<file path="config.mk">
export PLATFORM = sky130hd
export DESIGN_NAME = spibd_core
export DESIGN_NICKNAME = d
export VERILOG_FILES = /design/src/common/spibd_pkg.sv /design/src/hdl/spibd_core.sv
export VERILOG_INCLUDE_DIRS = /design/src /design/src/common
export SDC_FILE = /design/constraint.sdc
export NUM_CORES = 1
export LEC_CHECK = 0
export ABC_CLOCK_PERIOD_IN_PS = 4180
export BUFFER_PORTS_ARGS = -buffer_cell sky130_fd_sc_hd__buf_4
export CAP_MARGIN = 20
export CORE_MARGIN = 10
export CORE_UTILIZATION = 55
export DETAILED_ROUTE_END_ITERATION = 6
export HOLD_SLACK_MARGIN = 0.1
export PLACE_DENSITY_LB_ADDON = 0.1
export SLEW_MARGIN = 20
export SYNTH_ARGS = -nofsm -noshare
export SYNTH_HDL_FRONTEND = slang
export SYNTH_SLANG_ARGS = --single-unit
</file>
<file path="constraint.sdc">
create_clock -name mclk_in -period 4.18 [get_ports mclk_in]
set_input_delay 0.418 -clock mclk_in [delete_from_list [all_inputs] [get_ports mclk_in]]
set_output_delay 0.418 -clock mclk_in [all_outputs]
set_load 0.01 [all_outputs]
</file>
<file path="src/common/spibd_consts.svh">
// Purpose: Offsets, field positions, reset values and timing counts of the serial block.
// Assumes: Word-aligned registers on a 32-bit Avalon-MM slave.
// Notes:   Included by its bare name.
`ifndef SPIBD_CONSTS_SVH
`define SPIBD_CONSTS_SVH
// ----------------------------------------------------------------------
// Register byte offsets
// ----------------------------------------------------------------------
`define SPIBD_OFS_CR1      4'h0
`define SPIBD_OFS_CR2      4'h4
`define SPIBD_OFS_SR       4'h8
`define SPIBD_OFS_DR       4'hC
// ----------------------------------------------------------------------
// Field positions
// ----------------------------------------------------------------------
`define SPIBD_CR1_ON       6
`define SPIBD_CR1_MASTER_SELECT     4
`define SPIBD_CR1_FDEN     0
`define SPIBD_CR2_SPSEL    0
`define SPIBD_CR2_SPOE     3
`define SPIBD_CR2_HALTW    1
`define SPIBD_SR_RXF       7
`define SPIBD_SR_TXE       5
`define SPIBD_SR_FLT       4
// ----------------------------------------------------------------------
// Reset values and timing
// ----------------------------------------------------------------------
`define SPIBD_CR1_RST      8'h00
`define SPIBD_CR2_RST      8'h00
`define SPIBD_BAUD_DIV     8'h08
`define SPIBD_NBITS        4'h8
`endif

</file>
<file path="src/common/spibd_pkg.sv">
// Purpose: Types shared by the serial block.
// Assumes: Nothing beyond SystemVerilog.
// Notes:   Constants live in spibd_consts.svh.
package spibd_pkg;
   // Pins facing the link, one group per direction
   typedef struct packed {
      logic sck;
      logic mosi;
      logic miso;
      logic ss_n;
   } spibd_pins_in_t;
   typedef struct packed {
      logic sck;
      logic sck_oe;
      logic mosi;
      logic mosi_oe;
      logic miso;
      logic miso_oe;
   } spibd_pins_out_t;
   typedef enum logic [1:0] {
      SPIBD_IDLE = 2'b00,
      SPIBD_RUN  = 2'b01,
      SPIBD_DONE = 2'b10
   } spibd_state_t;
endpackage

</file>
<file path="src/hdl/spibd_core.sv">
// Purpose: Serial block with single-pin mode, mode fault and low-power behaviour.
// Assumes: Avalon-MM slave on mclk_in; link pins synchronised by three flops.
// Notes:   Mode 0 clocking, MSB first, 8-bit frames.
`include "spibd_consts.svh"
module spibd_core (
   input  wire logic                     mclk_in,        // Module clock
   input  wire logic                     nrst_in,        // Async reset, low
   input  wire logic [3:0]               avs_address_in, // Byte address
   input  wire logic                     avs_read_in,    // Read strobe
   input  wire logic                     avs_write_in,   // Write strobe
   input  wire logic [31:0]              avs_writedata_in, // Write data
   output logic      [31:0]              avs_readdata_out, // Read data
   output logic                          avs_waitrequest_out, // Wait
   input  wire logic                     cpu_wait_in,    // CPU in wait
   input  wire logic                     cpu_stop_in,    // CPU in stop
   input  wire spibd_pkg::spibd_pins_in_t pins_in,       // Link pins in
   output spibd_pkg::spibd_pins_out_t     pins_out,      // Link pins out
   output logic                          irq_out         // Interrupt
);
   import spibd_pkg::*;
   // ----------------------------------------------------------------------
   // Declarations
   // ----------------------------------------------------------------------
   logic [7:0]   cr1_r, cr2_r, dr_rx_r, dr_tx_r, shift_r;
   logic         flt_r, rxf_r, txe_r, tx_full_r;
   logic         sr_rd_flt_r, sr_rd_rxf_r, sr_rd_txe_r;
   logic         ack_r;
   logic [2:0]   sck_sy_r, mosi_sy_r, miso_sy_r, ss_sy_r;
   logic         sck_q, mosi_q, miso_q, ss_q, sck_prev_r;
   spibd_state_t state_r;
   logic [3:0]   bit_cnt_r;
   logic [7:0]   div_r;
   logic         msck_r, in_bit_r, pend_r, wait_hit_r, lowp_prev_r, slv_drv_r;
   logic         on, master_select, spsel, spoe, halt, lowp, frozen, wr, rd;
   logic         din, s_rise, s_fall, fault_ev, ss_active;
   assign on     = cr1_r[`SPIBD_CR1_ON];
   assign master_select   = cr1_r[`SPIBD_CR1_MASTER_SELECT];
   assign spsel  = cr2_r[`SPIBD_CR2_SPSEL];
   assign spoe   = cr2_r[`SPIBD_CR2_SPOE];
   assign halt   = cr2_r[`SPIBD_CR2_HALTW];
   assign lowp   = cpu_stop_in | (cpu_wait_in & halt);
   assign frozen = master_select & lowp;
   assign wr     = avs_write_in & ack_r;
   assign rd     = avs_read_in & ack_r;
   // ----------------------------------------------------------------------
   // Pin synchronisers: change counts when stages two and three agree
   // ----------------------------------------------------------------------
   always_ff @(posedge mclk_in or negedge nrst_in) begin
      if (!nrst_in) begin
         sck_sy_r  <= 3'h0;
         mosi_sy_r <= 3'h0;
         miso_sy_r <= 3'h0;
         ss_sy_r   <= 3'h7;
         sck_q     <= 1'b0;
         mosi_q    <= 1'b0;
         miso_q    <= 1'b0;
         ss_q      <= 1'b1;
      end else begin
         sck_sy_r  <= {sck_sy_r[1:0], pins_in.sck};
         mosi_sy_r <= {mosi_sy_r[1:0], pins_in.mosi};
         miso_sy_r <= {miso_sy_r[1:0], pins_in.miso};
         ss_sy_r   <= {ss_sy_r[1:0], pins_in.ss_n};
         if (sck_sy_r[1] == sck_sy_r[2]) sck_q <= sck_sy_r[2];
         if (mosi_sy_r[1] == mosi_sy_r[2]) mosi_q <= mosi_sy_r[2];
         if (miso_sy_r[1] == miso_sy_r[2]) miso_q <= miso_sy_r[2];
         if (ss_sy_r[1] == ss_sy_r[2]) ss_q <= ss_sy_r[2];
      end
   end
   // Input data pin: single pin mode reads the pin it drives
   always_comb begin
      if (master_select) din = spsel ? mosi_q : miso_q;
      else      din = spsel ? miso_q : mosi_q;
   end
   // Clock edges: own divider as master, sampled pin as slave
   assign s_rise    = master_select ? (div_r == 8'h00 && !msck_r && state_r == SPIBD_RUN)
                           : (sck_q & ~sck_prev_r);
   assign s_fall    = master_select ? (div_r == 8'h00 && msck_r) : (~sck_q & sck_prev_r);
   assign ss_active = ~ss_q;
   assign fault_ev  = on & master_select & cr1_r[`SPIBD_CR1_FDEN] & ~ss_q;
   // ----------------------------------------------------------------------
   // Avalon slave: one wait state, then answer
   // ----------------------------------------------------------------------
   always_ff @(posedge mclk_in or negedge nrst_in) begin
      if (!nrst_in) ack_r <= 1'b0;
      else          ack_r <= (avs_read_in | avs_write_in) & ~ack_r;
   end
   assign avs_waitrequest_out = (avs_read_in | avs_write_in) & ~ack_r;
   // Read data registered; unmapped offsets read as zero
   always_ff @(posedge mclk_in or negedge nrst_in) begin
      if (!nrst_in) begin
         avs_readdata_out <= 32'h0000_0000;
      end else if (avs_read_in & ~ack_r) begin
         unique case (avs_address_in)
            `SPIBD_OFS_CR1: avs_readdata_out <= {24'h000000, cr1_r};
            `SPIBD_OFS_CR2: avs_readdata_out <= {24'h000000, cr2_r};
            `SPIBD_OFS_SR:  avs_readdata_out <= {24'h000000, rxf_r, 1'b0, txe_r,
                                                 flt_r, 4'h0};
            `SPIBD_OFS_DR:  avs_readdata_out <= {24'h000000, dr_rx_r};
            default:        avs_readdata_out <= 32'h0000_0000;
         endcase
      end
   end
   // ----------------------------------------------------------------------
   // Control registers; fault clears master select, and output enable when single-pin is selected
   // ----------------------------------------------------------------------
   always_ff @(posedge mclk_in or negedge nrst_in) begin
      if (!nrst_in) begin
         cr1_r <= `SPIBD_CR1_RST;
         cr2_r <= `SPIBD_CR2_RST;
      end else begin
         if (wr && avs_address_in == `SPIBD_OFS_CR1) cr1_r <= avs_writedata_in[7:0];
         if (wr && avs_address_in == `SPIBD_OFS_CR2) cr2_r <= avs_writedata_in[7:0];
         if (fault_ev) begin
            cr1_r[`SPIBD_CR1_MASTER_SELECT] <= 1'b0;
            if (spsel) cr2_r[`SPIBD_CR2_SPOE] <= 1'b0;
         end
      end
   end
   // Status read arming for the two-step clearing sequences
   always_ff @(posedge mclk_in or negedge nrst_in) begin
      if (!nrst_in) begin
         sr_rd_flt_r <= 1'b0;
         sr_rd_rxf_r <= 1'b0;
         sr_rd_txe_r <= 1'b0;
      end else if (rd && avs_address_in == `SPIBD_OFS_SR) begin
         sr_rd_flt_r <= flt_r;
         sr_rd_rxf_r <= rxf_r;
         sr_rd_txe_r <= txe_r;
      end else begin
         // Each arming is spent by the access it enables; a stale read must not clear a new flag
         if (wr && avs_address_in == `SPIBD_OFS_CR1) sr_rd_flt_r <= 1'b0;
         if (rd && avs_address_in == `SPIBD_OFS_DR)  sr_rd_rxf_r <= 1'b0;
         if (wr && avs_address_in == `SPIBD_OFS_DR)  sr_rd_txe_r <= 1'b0;
      end
   end
   // ----------------------------------------------------------------------
   // Fault flag: set wins over clear
   // ----------------------------------------------------------------------
   always_ff @(posedge mclk_in or negedge nrst_in) begin
      if (!nrst_in) flt_r <= 1'b0;
      else if (fault_ev) flt_r <= 1'b1;
      else if (!(master_select & cr1_r[`SPIBD_CR1_FDEN]) && !flt_r) flt_r <= 1'b0;
      else if (wr && avs_address_in == `SPIBD_OFS_CR1 && sr_rd_flt_r) flt_r <= 1'b0;
   end
   // ----------------------------------------------------------------------
   // Transmit data register and its empty flag
   // ----------------------------------------------------------------------
   logic load_tx;
   assign load_tx = on & ~lowp & (state_r == SPIBD_IDLE) & tx_full_r &
                    (master_select ? ~flt_r : ss_active);
   always_ff @(posedge mclk_in or negedge nrst_in) begin
      if (!nrst_in) begin
         dr_tx_r   <= 8'h00;
         tx_full_r <= 1'b0;
         txe_r     <= 1'b1;
      end else begin
         if (wr && avs_address_in == `SPIBD_OFS_DR && (sr_rd_txe_r || !txe_r)) begin
            dr_tx_r   <= avs_writedata_in[7:0];
            tx_full_r <= 1'b1;
         end else if (load_tx) begin
            tx_full_r <= 1'b0;
         end
         if (load_tx) txe_r <= 1'b1;
         else if (wr && avs_address_in == `SPIBD_OFS_DR && sr_rd_txe_r) txe_r <= 1'b0;
      end
   end
   // ----------------------------------------------------------------------
   // Shift engine
   // ----------------------------------------------------------------------
   always_ff @(posedge mclk_in or negedge nrst_in) begin
      if (!nrst_in) begin
         state_r    <= SPIBD_IDLE;
         bit_cnt_r  <= 4'h0;
         shift_r    <= 8'h00;
         div_r      <= 8'h00;
         msck_r     <= 1'b0;
         in_bit_r   <= 1'b0;
         sck_prev_r <= 1'b0;
         slv_drv_r  <= 1'b0;
      end else begin
         sck_prev_r <= sck_q;
         if (fault_ev || !on || (!master_select && !ss_active && state_r != SPIBD_DONE)) begin
            state_r   <= SPIBD_IDLE;
            bit_cnt_r <= 4'h0;
            msck_r    <= 1'b0;
            div_r     <= 8'h00;
            slv_drv_r <= 1'b0;
         end else if (!frozen) begin
            unique case (state_r)
               SPIBD_IDLE: begin
                  if (load_tx) begin
                     shift_r   <= dr_tx_r;
                     state_r   <= SPIBD_RUN;
                     bit_cnt_r <= 4'h0;
                     div_r     <= `SPIBD_BAUD_DIV;
                     slv_drv_r <= 1'b1;
                  end else if (!master_select && ss_active) begin
                     // Slave selected with no new data sends back the last byte received
                     state_r   <= SPIBD_RUN;
                     bit_cnt_r <= 4'h0;
                     slv_drv_r <= 1'b1;
                  end
               end
               SPIBD_RUN: begin
                  if (master_select) div_r <= (div_r == 8'h00) ? `SPIBD_BAUD_DIV : div_r - 8'h01;
                  if (master_select && div_r == 8'h00) msck_r <= ~msck_r;
                  if (s_rise) in_bit_r <= din;
                  if (s_fall) begin
                     shift_r   <= {shift_r[6:0], in_bit_r};
                     bit_cnt_r <= bit_cnt_r + 4'h1;
                     if (bit_cnt_r == `SPIBD_NBITS - 4'h1) state_r <= SPIBD_DONE;
                  end
               end
               SPIBD_DONE: state_r <= SPIBD_IDLE;
               default:    state_r <= SPIBD_IDLE;
            endcase
         end
      end
   end
   // ----------------------------------------------------------------------
   // Receive copy, deferred while a slave is in low power entered mid-frame
   // ----------------------------------------------------------------------
   always_ff @(posedge mclk_in or negedge nrst_in) begin
      if (!nrst_in) begin
         dr_rx_r     <= 8'h00;
         rxf_r       <= 1'b0;
         pend_r      <= 1'b0;
         wait_hit_r  <= 1'b0;
         lowp_prev_r <= 1'b0;
      end else begin
         lowp_prev_r <= lowp;
         if (lowp != lowp_prev_r && state_r != SPIBD_IDLE) wait_hit_r <= 1'b1;
         if (fault_ev) pend_r <= 1'b0;
         else if (state_r == SPIBD_DONE && (master_select || !lowp)) begin
            dr_rx_r <= shift_r;
            pend_r  <= 1'b0;
         end else if (state_r == SPIBD_DONE) begin
            pend_r  <= 1'b1;
         end else if (lowp && !lowp_prev_r) begin
            pend_r  <= 1'b0;
         end
         if (!lowp && lowp_prev_r && pend_r && wait_hit_r) begin
            dr_rx_r    <= shift_r;
            pend_r     <= 1'b0;
            wait_hit_r <= 1'b0;
         end else if (!lowp && lowp_prev_r) begin
            wait_hit_r <= 1'b0;
         end
         if ((state_r == SPIBD_DONE && (master_select || !lowp) && !fault_ev) ||
             (!lowp && lowp_prev_r && pend_r && wait_hit_r)) rxf_r <= 1'b1;
         else if (rd && avs_address_in == `SPIBD_OFS_DR && sr_rd_rxf_r) rxf_r <= 1'b0;
      end
   end
   // ----------------------------------------------------------------------
   // Pin drivers: fault leaves everything as inputs
   // ----------------------------------------------------------------------
   always_ff @(posedge mclk_in or negedge nrst_in) begin
      if (!nrst_in) begin
         pins_out <= '0;
      end else begin
         pins_out.sck     <= msck_r;
         pins_out.sck_oe  <= on & master_select & ~flt_r;
         pins_out.mosi    <= shift_r[7];
         pins_out.miso    <= shift_r[7];
         pins_out.mosi_oe <= on & master_select & ~flt_r & (~spsel | spoe);
         pins_out.miso_oe <= on & ~master_select & ~flt_r & ss_active & slv_drv_r &
                             (~spsel | spoe);
      end
   end
   // Interrupt: OR of flags, only while the block is on
   assign irq_out = on & (flt_r | rxf_r | txe_r);
endmodule

</file>
==> impl_results.md, run 1 <==
* FF-to-FF End: shift_r[3]
* Worst IR Drop VDD at 0.223 mV
* Yosys cell types at 58
* Slew Viols, Final at 0
* Vias at 2965
* Total I/O pin count at 86
* Layout area overhead at 10.9%
* Post-CTS setup repair buffer count at 0
* Final setup fails at 0
* Final worst path period need at 2.69 ns
* Die Area at 12400 um2
* DRT antenna net count at 0
* Hold Vio Cnt, Final at 0
* Maximum fanout along the worst path at 21
* Remaining Overflow, GRT at 0
* Total Nets Final at 470
* CTS H-Tree Depth at 3
* Post-synth top flop: dfrtp_1
* Worst setup EP type: flop
* Grt met2 use at 0.220
* RSZ-0062 raised after global routing: false
* Synth Instances at 385
* Drt via density at 5.60
* Largest net degree at the start of global routing at 67
* Worst r2r src: cr1_r[4]
* Clock Sinks at 98
* CTS Hold Bufs at 0
* Synth Warn # at 0
* Vias in the first global route at 2921
* Later-pin clock latency in the skew report at 0.36 ns
* Placed wire-length estimate at 6.48 mm
* Async SR Flop Fraction at 1.00
* Clk_skew at 0.0103 ns
* GR Util met1 at 0.203
* Initial antenna violation count at 0
* WP data arrival at 2.94 ns
* Placer congestion estimate at 0.814
* Number of DRC markers in iteration 0 at 105
* CTS max path bufs at 2
* GRT met3 Usage at 0.0395
* Pwr/cell area at 440 nW/um2
* Post-Syn Area at 4580 um2
* Root Driver: clkbuf_8
* Worst slew margin at 0.375
* First-pass GRT wire length at 15.3 mm
* Synthesized area per cell at 11.9 um2
* Setup TNS at 0 ns
* Tcrit/Tclk final at 0.643
* Crit path kind: flop to flop
* GR peak layer: met2
* Worst-Margin Slew at 0.934 ns
* 1st-pass router iterations at 4
* Clk pin slew, worst setup/hold paths at 0.10 ns
* Residual DRC count at 0
* Diode count at 0
* Crit path required time at 4.43 ns
* Share of layout cells above drive strength 1 at 0.281
* #FFs+latches synth at 98
* Die Wd at 111 um
* Status: finished clean
* EDFF count, synth at 0
* Pre-CTS setup slack at 1.50 ns
* GRT Resource Usage Total at 0.149
* Fill count at 676
* Max_cap viols at 0
* Final setup margin at 1.49 ns
* Setup crit start kind: flop
* R2R cell count at 6
* Drt wl/cell at 17.6 um
* Total power at 2.24 mW
* CTS Buf Count at 9
* Port Buffers at 37
* Post_cts resized at 0
* Register area share after synthesis at 0.537
* Util after Layout at 0.622
* Pleak at 2.45 nW
* CTS tree: done
* Worst hold path class: primary input to asynchronous set/reset pin
* Die H at 111 um
* Row count at 33
* Drt total wl at 9.29 mm
* Reg-to-reg slack, setup at 1.49 ns
* Core area at 8180 um2
* Fmax at 372 MHz
* Initial core utilization at 0.560
[critical path, cell delays in order (launching register included)]
cell and delay, ns:
dfrtp_1 0.54, buf_4 0.28, or3b_2 0.49, nand2_1 0.08, a31oi_1 0.05, or4_1 0.71, mux2_4 0.40
[registers in the layout (all words and copies together) (netlist names), 3 cells and up]
| name | flops |
|---|---|
| mosi_sy_r | 3 |
| dr_rx_r | 8 |
| shift_r | 8 |
| cr2_r | 8 |
| div_r | 8 |
| cr1_r | 8 |
| ss_sy_r | 3 |
| bit_cnt_r | 4 |
| pins_out | 5 |
| miso_sy_r | 3 |
| sck_sy_r | 3 |
| avs_readdata_out | 8 |
| dr_tx_r | 8 |
[stage by stage]
stage	std cells	hold WS (ns)	instance area [um2]
floorplan	408	0.122	4670
global placement	513	0.335	4860
detailed placement	513	0.336	4860
CTS	529	0.137	5080
global route	529	0.137	5080
finish	529	0.138	5080
[final cells by class]
type,count,area [um2],share of cell area
clock buffers,11,141,0.0278
clock inverters,5,85.1,0.0167
inverters,12,45.0,0.00886
multi-input cells,256,1910,0.375
flip-flops and latches,98,2460,0.484
well taps,105,131,0.0258
repair buffers,42,315,0.0620
[routing by layer]
metal / vias to the layer above / wire length, um
met3: 8 / 582
met5: - / 0
met2: 69 / 4240
li1: 1406 / -
met1: 1482 / 4350
met4: 0 / 116
[worst max path at each step]
stage,start,endpoint,depth (start not counted)
after floorplan,div_r[0],shift_r[0],8
after global placement,cr1_r[4],shift_r[7],6
after detailed placement,cr1_r[4],shift_r[3],6
after CTS,cr1_r[4],shift_r[3],6
after global routing,cr1_r[4],shift_r[3],6
final,cr1_r[4],shift_r[3],6
[placed cells by master (no fill, tap or decap), types with 2 or more instances in the layout]
cell       synthesis  layout
ha_1               5       5
o31a_1             2       2
buf_4             25      42
mux4_2             3       3
inv_1             12      12
nor3_1             4       4
nand2_1           21      21
nand3b_1           2       2
nor3b_1            2       2
o31ai_1            3       3
bufinv_16          0       2
a311oi_1           2       2
o21ai_0           25      25
nor4_1             5       5
a31oi_1            5       5
o41ai_1            4       4
dfstp_2            5       5
dfrtp_1           93      93
maj3_1             4       4
nand3_1            6       6
a22o_1             8       8
a21o_1             6       6
a21oi_1            8       8
clkbuf_8           0      10
nand2b_1           6       6
conb_1             1      24
or4_1              2       2
mux2i_1            9       9
nand4_1            3       3
and2_1             2       2
mux2_4             8       8
mux2_2            39      39
and3_1             2       2
nor2b_1            5       5
nor2_1            19      19
[cell usage after synthesis (3+ instances only)]
master | n | share of area
a31oi_1 | 5 | 0.0068
mux2i_1 | 9 | 0.020
a21o_1 | 6 | 0.0098
buf_1 | 3 | 0.0025
nor2_1 | 19 | 0.016
mux4_2 | 3 | 0.015
buf_2 | 5 | 0.0055
o41ai_1 | 4 | 0.0076
nor3_1 | 4 | 0.0044
nand3_1 | 6 | 0.0066
nor2b_1 | 5 | 0.0068
a21oi_1 | 8 | 0.0087
nand2_1 | 21 | 0.017
clkbuf_1 | 8 | 0.0066
nand4_1 | 3 | 0.0041
inv_1 | 12 | 0.0098
ha_1 | 5 | 0.014
mux2_4 | 8 | 0.026
dfrtp_1 | 93 | 0.51
buf_4 | 25 | 0.041
maj3_1 | 4 | 0.0087
dfstp_2 | 5 | 0.029
nand2b_1 | 6 | 0.0082
o21ai_0 | 25 | 0.027
o31ai_1 | 3 | 0.0049
nor4_1 | 5 | 0.0068
mux2_2 | 39 | 0.096
a22o_1 | 8 | 0.015
[cell families after synthesis]
family | share of synthesized area
AND/OR/NAND/NOR | 0.102
multiplexers | 0.156
XOR/XNOR | 0.00382
AO/OA/AOI/OAI | 0.110
flip-flops | 0.537
adder cells (fa/ha/maj) | 0.0224
buffers and inverters | 0.0677
other | 0.000818
[where the power goes]
part,switching (mW),total (mW),internal (mW)
Clock,0.335,0.692,0.357
Sequential,0.0919,1.15,1.05
Combinational,0.211,0.398,0.186
No activity file was read; power rests on OpenSTA's default activity.
==> inputs of run 2 (changes only) <==
Settings changed: ABC_CLOCK_PERIOD_IN_PS 4180 to 2310, CORE_UTILIZATION 55 to 50.
Clock period 4.18 ns to 2.31 ns, I/O delays scaled along.
==> impl_results.md, run 2 (same netlist as run 1, synthesis figures left out) <==
* Max_cap viols at 0 (unchanged)
* Worst hold path class: primary input to flop (was primary input to asynchronous set/reset pin)
* Die Area at 13400 um2 (was 12400 um2)
* Crit path kind: flop to flop (unchanged)
* DRT antenna net count at 0 (unchanged)
* Residual DRC count at 0 (unchanged)
* Clock Sinks at 98 (unchanged)
* Setup TNS at -0.0475 ns (was 0 ns)
* Share of layout cells above drive strength 1 at 0.327 (was 0.281)
* Final setup margin at -0.0175 ns (was 1.49 ns)
* Post-DP Area at 5040 um2 (was 4860 um2)
* Final setup fails at 6 (was 0)
* Initial core utilization at 0.520 (was 0.560)
* Clk_skew at 0.0171 ns (was 0.0103 ns)
* Port Buffers at 37 (unchanged)
* Total I/O pin count at 86 (unchanged)
* Initial antenna violation count at 0 (unchanged)
* Worst-Margin Slew at 0.719 ns (was 0.934 ns)
* Drt wl/cell at 17.1 um (was 17.6 um)
* Diode count at 0 (unchanged)
* Fill count at 711 (was 676)
* Total Nets Final at 502 (was 470)
* Most frequent cells in the layout: dfrtp_1, buf_4, mux2_2 (unchanged)
* Failing checks: setup timing
* Pleak at 2.58 nW (was 2.45 nW)
* Final worst path period need at 2.33 ns (was 2.69 ns)
* Number of DRC markers in iteration 0 at 144 (was 105)
* Hold Vio Cnt, Final at 0 (unchanged)
* RSZ-0062 raised after global routing: true (was false)
* First-pass GRT wire length at 15.4 mm (was 15.3 mm)
* Multi-input gate area at 1950 um2 (was 1910 um2)
* CTS Buf Count at 9 (unchanged)
* Tcrit/Tclk final at 1.01 (was 0.643)
* Status: finished, violations left (was finished clean)
* CTS max path bufs at 2 (unchanged)
* WP data arrival at 2.58 ns (was 2.94 ns)
* Largest net degree at the start of global routing at 60 (was 67)
* Root Driver: clkbuf_8 (unchanged)
* GRT Resource Usage Total at 0.144 (was 0.149)
* Most common cell after layout, fill and taps aside: dfrtp_1 (unchanged)
* Later-pin clock latency in the skew report at 0.37 ns (was 0.36 ns)
* Placer congestion estimate at 0.907 (was 0.814)
* CTS H-Tree Depth at 3 (unchanged)
* Die Wd at 116 um (was 111 um)
* Pwr/cell area at 730 nW/um2 (was 440 nW/um2)
* Vias at 3114 (was 2965)
* CTS tree: done (unchanged)
* Worst setup EP type: flop (unchanged)
* Vias in the first global route at 3064 (was 2921)
* Slew Viols, Final at 0 (unchanged)
* Clk pin slew, worst setup/hold paths at 0.10 ns (about the same)
* 1st-pass router iterations at 4 (unchanged)
* Die H at 116 um (was 111 um)
* Drt total wl at 9.64 mm (was 9.29 mm)
* Storage element area at 2460 um2 (unchanged)
* Worst slew margin at 0.519 (was 0.375)
* Worst IR Drop VDD at 0.444 mV (was 0.223 mV)
* Util after Layout at 0.609 (was 0.622)
* Final Instance Count excl. Fillers at 564 (was 529)
* Remaining Overflow, GRT at 0 (unchanged)
* Design Area, Final at 5360 um2 (was 5080 um2)
* Inst Count DP at 539 (was 513)
* Maximum fanout along the worst path at 8 (was 21)
* Drt via density at 5.52 (was 5.60)
* Fmax at 430 MHz (was 372 MHz)
* Row count at 34 (was 33)
* Crit path required time at 2.56 ns (was 4.43 ns)
* Setup crit start kind: flop (unchanged)
* Placed wire-length estimate at 7.05 mm (was 6.48 mm)
* Core area at 8810 um2 (was 8180 um2)
* Layout area overhead at 17.0% (was 10.9%)
* Total power at 3.91 mW (was 2.24 mW)
## run 2: cell type report
type / count / area share
Clock buffer: 11 / 0.0245
Clock inverter: 5 / 0.00747
Inverter: 12 / 0.00840
Multi-Input combinational cell: 256 / 0.364
Sequential cell: 98 / 0.458
Tap cell: 108 / 0.0252
Timing Repair Buffer: 74 / 0.112
## run 2: power by group
| group | total, mW | switching [mW] | internal, mW |
|---|---|---|---|
| Clock | 1.00 | 0.602 | 0.398 |
| Sequential | 2.06 | 0.148 | 1.91 |
| Combinational | 0.857 | 0.440 | 0.417 |
| Total | 3.91 | 1.19 | 2.72 |
## run 2: worst max-delay path: stages (launching register included)
cell and delay (ns):
dfrtp_1 0.40, inv_2 0.06, ha_1 0.13, or4b_4 0.49
nor2_4 0.12, a31oi_4 0.10, or4_4 0.44, buf_12 0.17
mux2_4 0.29
## run 2: layer usage
layer,wire [um],share of wire,track usage,up-vias
met2,4260,0.44,0.218,90
met3,624,0.065,0.0300,11
met1,4660,0.48,0.200,1540
li1,-,-,-,1473
met5,0,0,0,-
met4,99,0.010,0.0525,0
## run 2: worst paths after layout
kind | start | end | slack [ns] | depth (start not counted)
min | avs_writedata_in[1] | cr2_r[1] | 0.11 | 2
min reg2reg | miso_sy_r[0] | miso_sy_r[1] | 0.35 | 0
min in group asynchronous | nrst_in | bit_cnt_r[0] | 0.36 | 2
max reg2reg | div_r[0] | shift_r[0] | -0.02 | 8
max in group asynchronous | nrst_in | txe_r | 1.22 | 3
max | div_r[0] | shift_r[0] | -0.02 | 8
## run 2: per-stage QoR
stage	setup slack, ns	hold slack [ns]
after floorplan	0.0785	-0.0646
after global placement	-0.0106	0.238
after detailed placement	-0.0156	0.242
after CTS	-0.0101	0.103
after global routing	-0.0641	0.107
final	-0.0175	0.109
## run 2: what timing repair did
item	4_1_cts	5_1_grt
hold endpoints to repair	44	0
endpoints found under the setup margin	8	11
resized for setup	3	8
setup buffers	1	1
hold buffers	7	0
==> inputs of run 3 (changes only) <==
Settings changed: SKIP_CTS_REPAIR_TIMING set to 1.
==> impl_results.md, run 3 (same netlist as run 1, synthesis figures left out) <==
* Residual DRC count at 0 (unchanged)
* Final Instance Count excl. Fillers at 563 (was 564)
* Pwr/cell area at 730 nW/um2 (about the same)
* Number of DRC markers in iteration 0 at 154 (was 144)
* GRT Resource Usage Total at 0.143 (was 0.144)
* Top Layer Used: met4 (unchanged)
* Post-DP Area at 5040 um2 (unchanged)
* Later-pin clock latency in the skew report at 0.37 ns (about the same)
* Diode count at 0 (unchanged)
* Die Wd at 116 um (unchanged)
* Final setup fails at 4 (was 6)
* Crit path required time at 2.56 ns (about the same)
* Largest net degree at the start of global routing at 60 (unchanged)
* Multi-input gate area at 1950 um2 (unchanged)
* Total Nets Final at 501 (was 502)
* Worst setup EP type: flop (unchanged)
* Total I/O pin count at 86 (unchanged)
* Detail Route met2 WL at 4.25 mm (was 4.26 mm)
* DRT antenna net count at 0 (unchanged)
* First-pass GRT wire length at 15.2 mm (was 15.4 mm)
* Hold endpoint: cr2_r[1] (unchanged)
* Tcrit/Tclk final at 1.01 (about the same)
* Clk pin slew, worst setup/hold paths at 0.10 ns (about the same)
* Core area at 8810 um2 (unchanged)
* Vias in the first global route at 3028 (was 3064)
* Hold path cells at 2 (unchanged)
* Final worst path period need at 2.33 ns (about the same)
* Total power at 3.91 mW (about the same)
* Vias at 3126 (was 3114)
* Reg-to-reg slack, setup at -0.02 ns (about the same)
* CTS H-Tree Depth at 3 (unchanged)
* Layout area overhead at 16.9% (was 17.0%)
* Slew Viols, Final at 0 (unchanged)
* Final hold slack at 0.114 ns (was 0.109 ns)
* Most frequent cells in the layout: dfrtp_1, buf_4, mux2_2 (unchanged)
* Buf/Inv on CP at 2 (unchanged)
* Worst r2r src: div_r[0] (unchanged)
* Max_cap viols at 0 (unchanged)
* Worst path slowest cell: or4b_4 (unchanged)
* Fill count at 711 (unchanged)
* Final setup margin at -0.0152 ns (was -0.0175 ns)
* Met3 WL at 612 um (was 624 um)
* Remaining Overflow, GRT at 0 (unchanged)
* CP peak stage delay at 0.49 ns (about the same)
* Min-delay src: avs_writedata_in[1] (unchanged)
* Port Buffers at 37 (unchanged)
* Setup TNS at -0.0373 ns (was -0.0475 ns)
* R2R cell count at 8 (unchanged)
* CTS tree: done (unchanged)
* Worst IR Drop VDD at 0.444 mV (about the same)
* Hold Vio Cnt, Final at 0 (unchanged)
* Crit path kind: flop to flop (unchanged)
* Root Driver: clkbuf_8 (unchanged)
* Drt wl/cell at 17.0 um (was 17.1 um)
* Drt total wl at 9.59 mm (was 9.64 mm)
* Placer congestion estimate at 0.907 (unchanged)
* Storage element area at 2460 um2 (unchanged)
* WP data arrival at 2.57 ns (was 2.58 ns)
* Die H at 116 um (unchanged)
* Design Area, Final at 5360 um2 (about the same)
* Clock Sinks at 98 (unchanged)
* Most common cell after layout, fill and taps aside: dfrtp_1 (unchanged)
* Initial antenna violation count at 0 (unchanged)
* Pleak at 2.58 nW (about the same)
* CTS max path bufs at 2 (unchanged)
* Worst hold path class: primary input to flop (unchanged)
* Row count at 34 (unchanged)
* Clk_skew at 0.0177 ns (was 0.0171 ns)
* Fmax at 430 MHz (about the same)
* Pre-CTS setup slack at -0.0156 ns (unchanged)
* CP cell instances: inv_2, ha_1, or4b_4, nor2_4, a31oi_4, or4_4, buf_12, mux2_4 (unchanged)
* Setup crit start kind: flop (unchanged)
* Util after Layout at 0.608 (was 0.609)
* Placed wire-length estimate at 7.05 mm (unchanged)
* M1 wire length at 4.62 mm (was 4.66 mm)
* Inst Count DP at 539 (unchanged)
* Delay-heaviest family, CP: simple AND/OR/NAND/NOR gates (unchanged)
* CTS Buf Count at 9 (unchanged)
* FF-to-FF End: shift_r[0] (unchanged)
* RSZ-0062 raised after global routing: true (unchanged)
* Drt via density at 5.55 (was 5.52)
* Worst-Margin Slew at 0.721 ns (was 0.719 ns)
* Worst slew margin at 0.518 (was 0.519)
* Die Area at 13400 um2 (unchanged)
* Maximum fanout along the worst path at 8 (unchanged)
* 1st-pass router iterations at 4 (unchanged)
* Status: finished, violations left (unchanged)
* Share of layout cells above drive strength 1 at 0.325 (was 0.327)
* Failing checks: setup timing (unchanged)
* Initial core utilization at 0.520 (unchanged)
## run 3: area by class of cell
cell class / count / share of cell area
flip-flops and latches: 98 / 0.459
multi-input cells: 256 / 0.365
repair buffers: 73 / 0.110
well taps: 108 / 0.0252
clock buffers: 11 / 0.0245
inverters: 12 / 0.00841
clock inverters: 5 / 0.00748
## run 3: worst max-delay path by stage
stage	to	from	cells after the start
finish	shift_r[0]	div_r[0]	8
global route	shift_r[0]	div_r[0]	8
CTS	shift_r[0]	div_r[0]	8
detailed placement	shift_r[0]	div_r[0]	8
global placement	shift_r[7]	div_r[0]	8
floorplan	shift_r[0]	div_r[0]	8
## run 3: where the power goes
part / switching, mW / total, mW / internal (mW)
registers: 0.148 / 2.06 / 1.91
clock network: 0.599 / 0.997 / 0.398
logic: 0.438 / 0.855 / 0.417
total: 1.19 / 3.91 / 2.72
## run 3: routing by layer
metal  global-route usage  up-vias
li1                     -     1467
met1                0.199     1555
met3               0.0300       11
met2                0.215       93
met5                    0        -
met4               0.0525        0
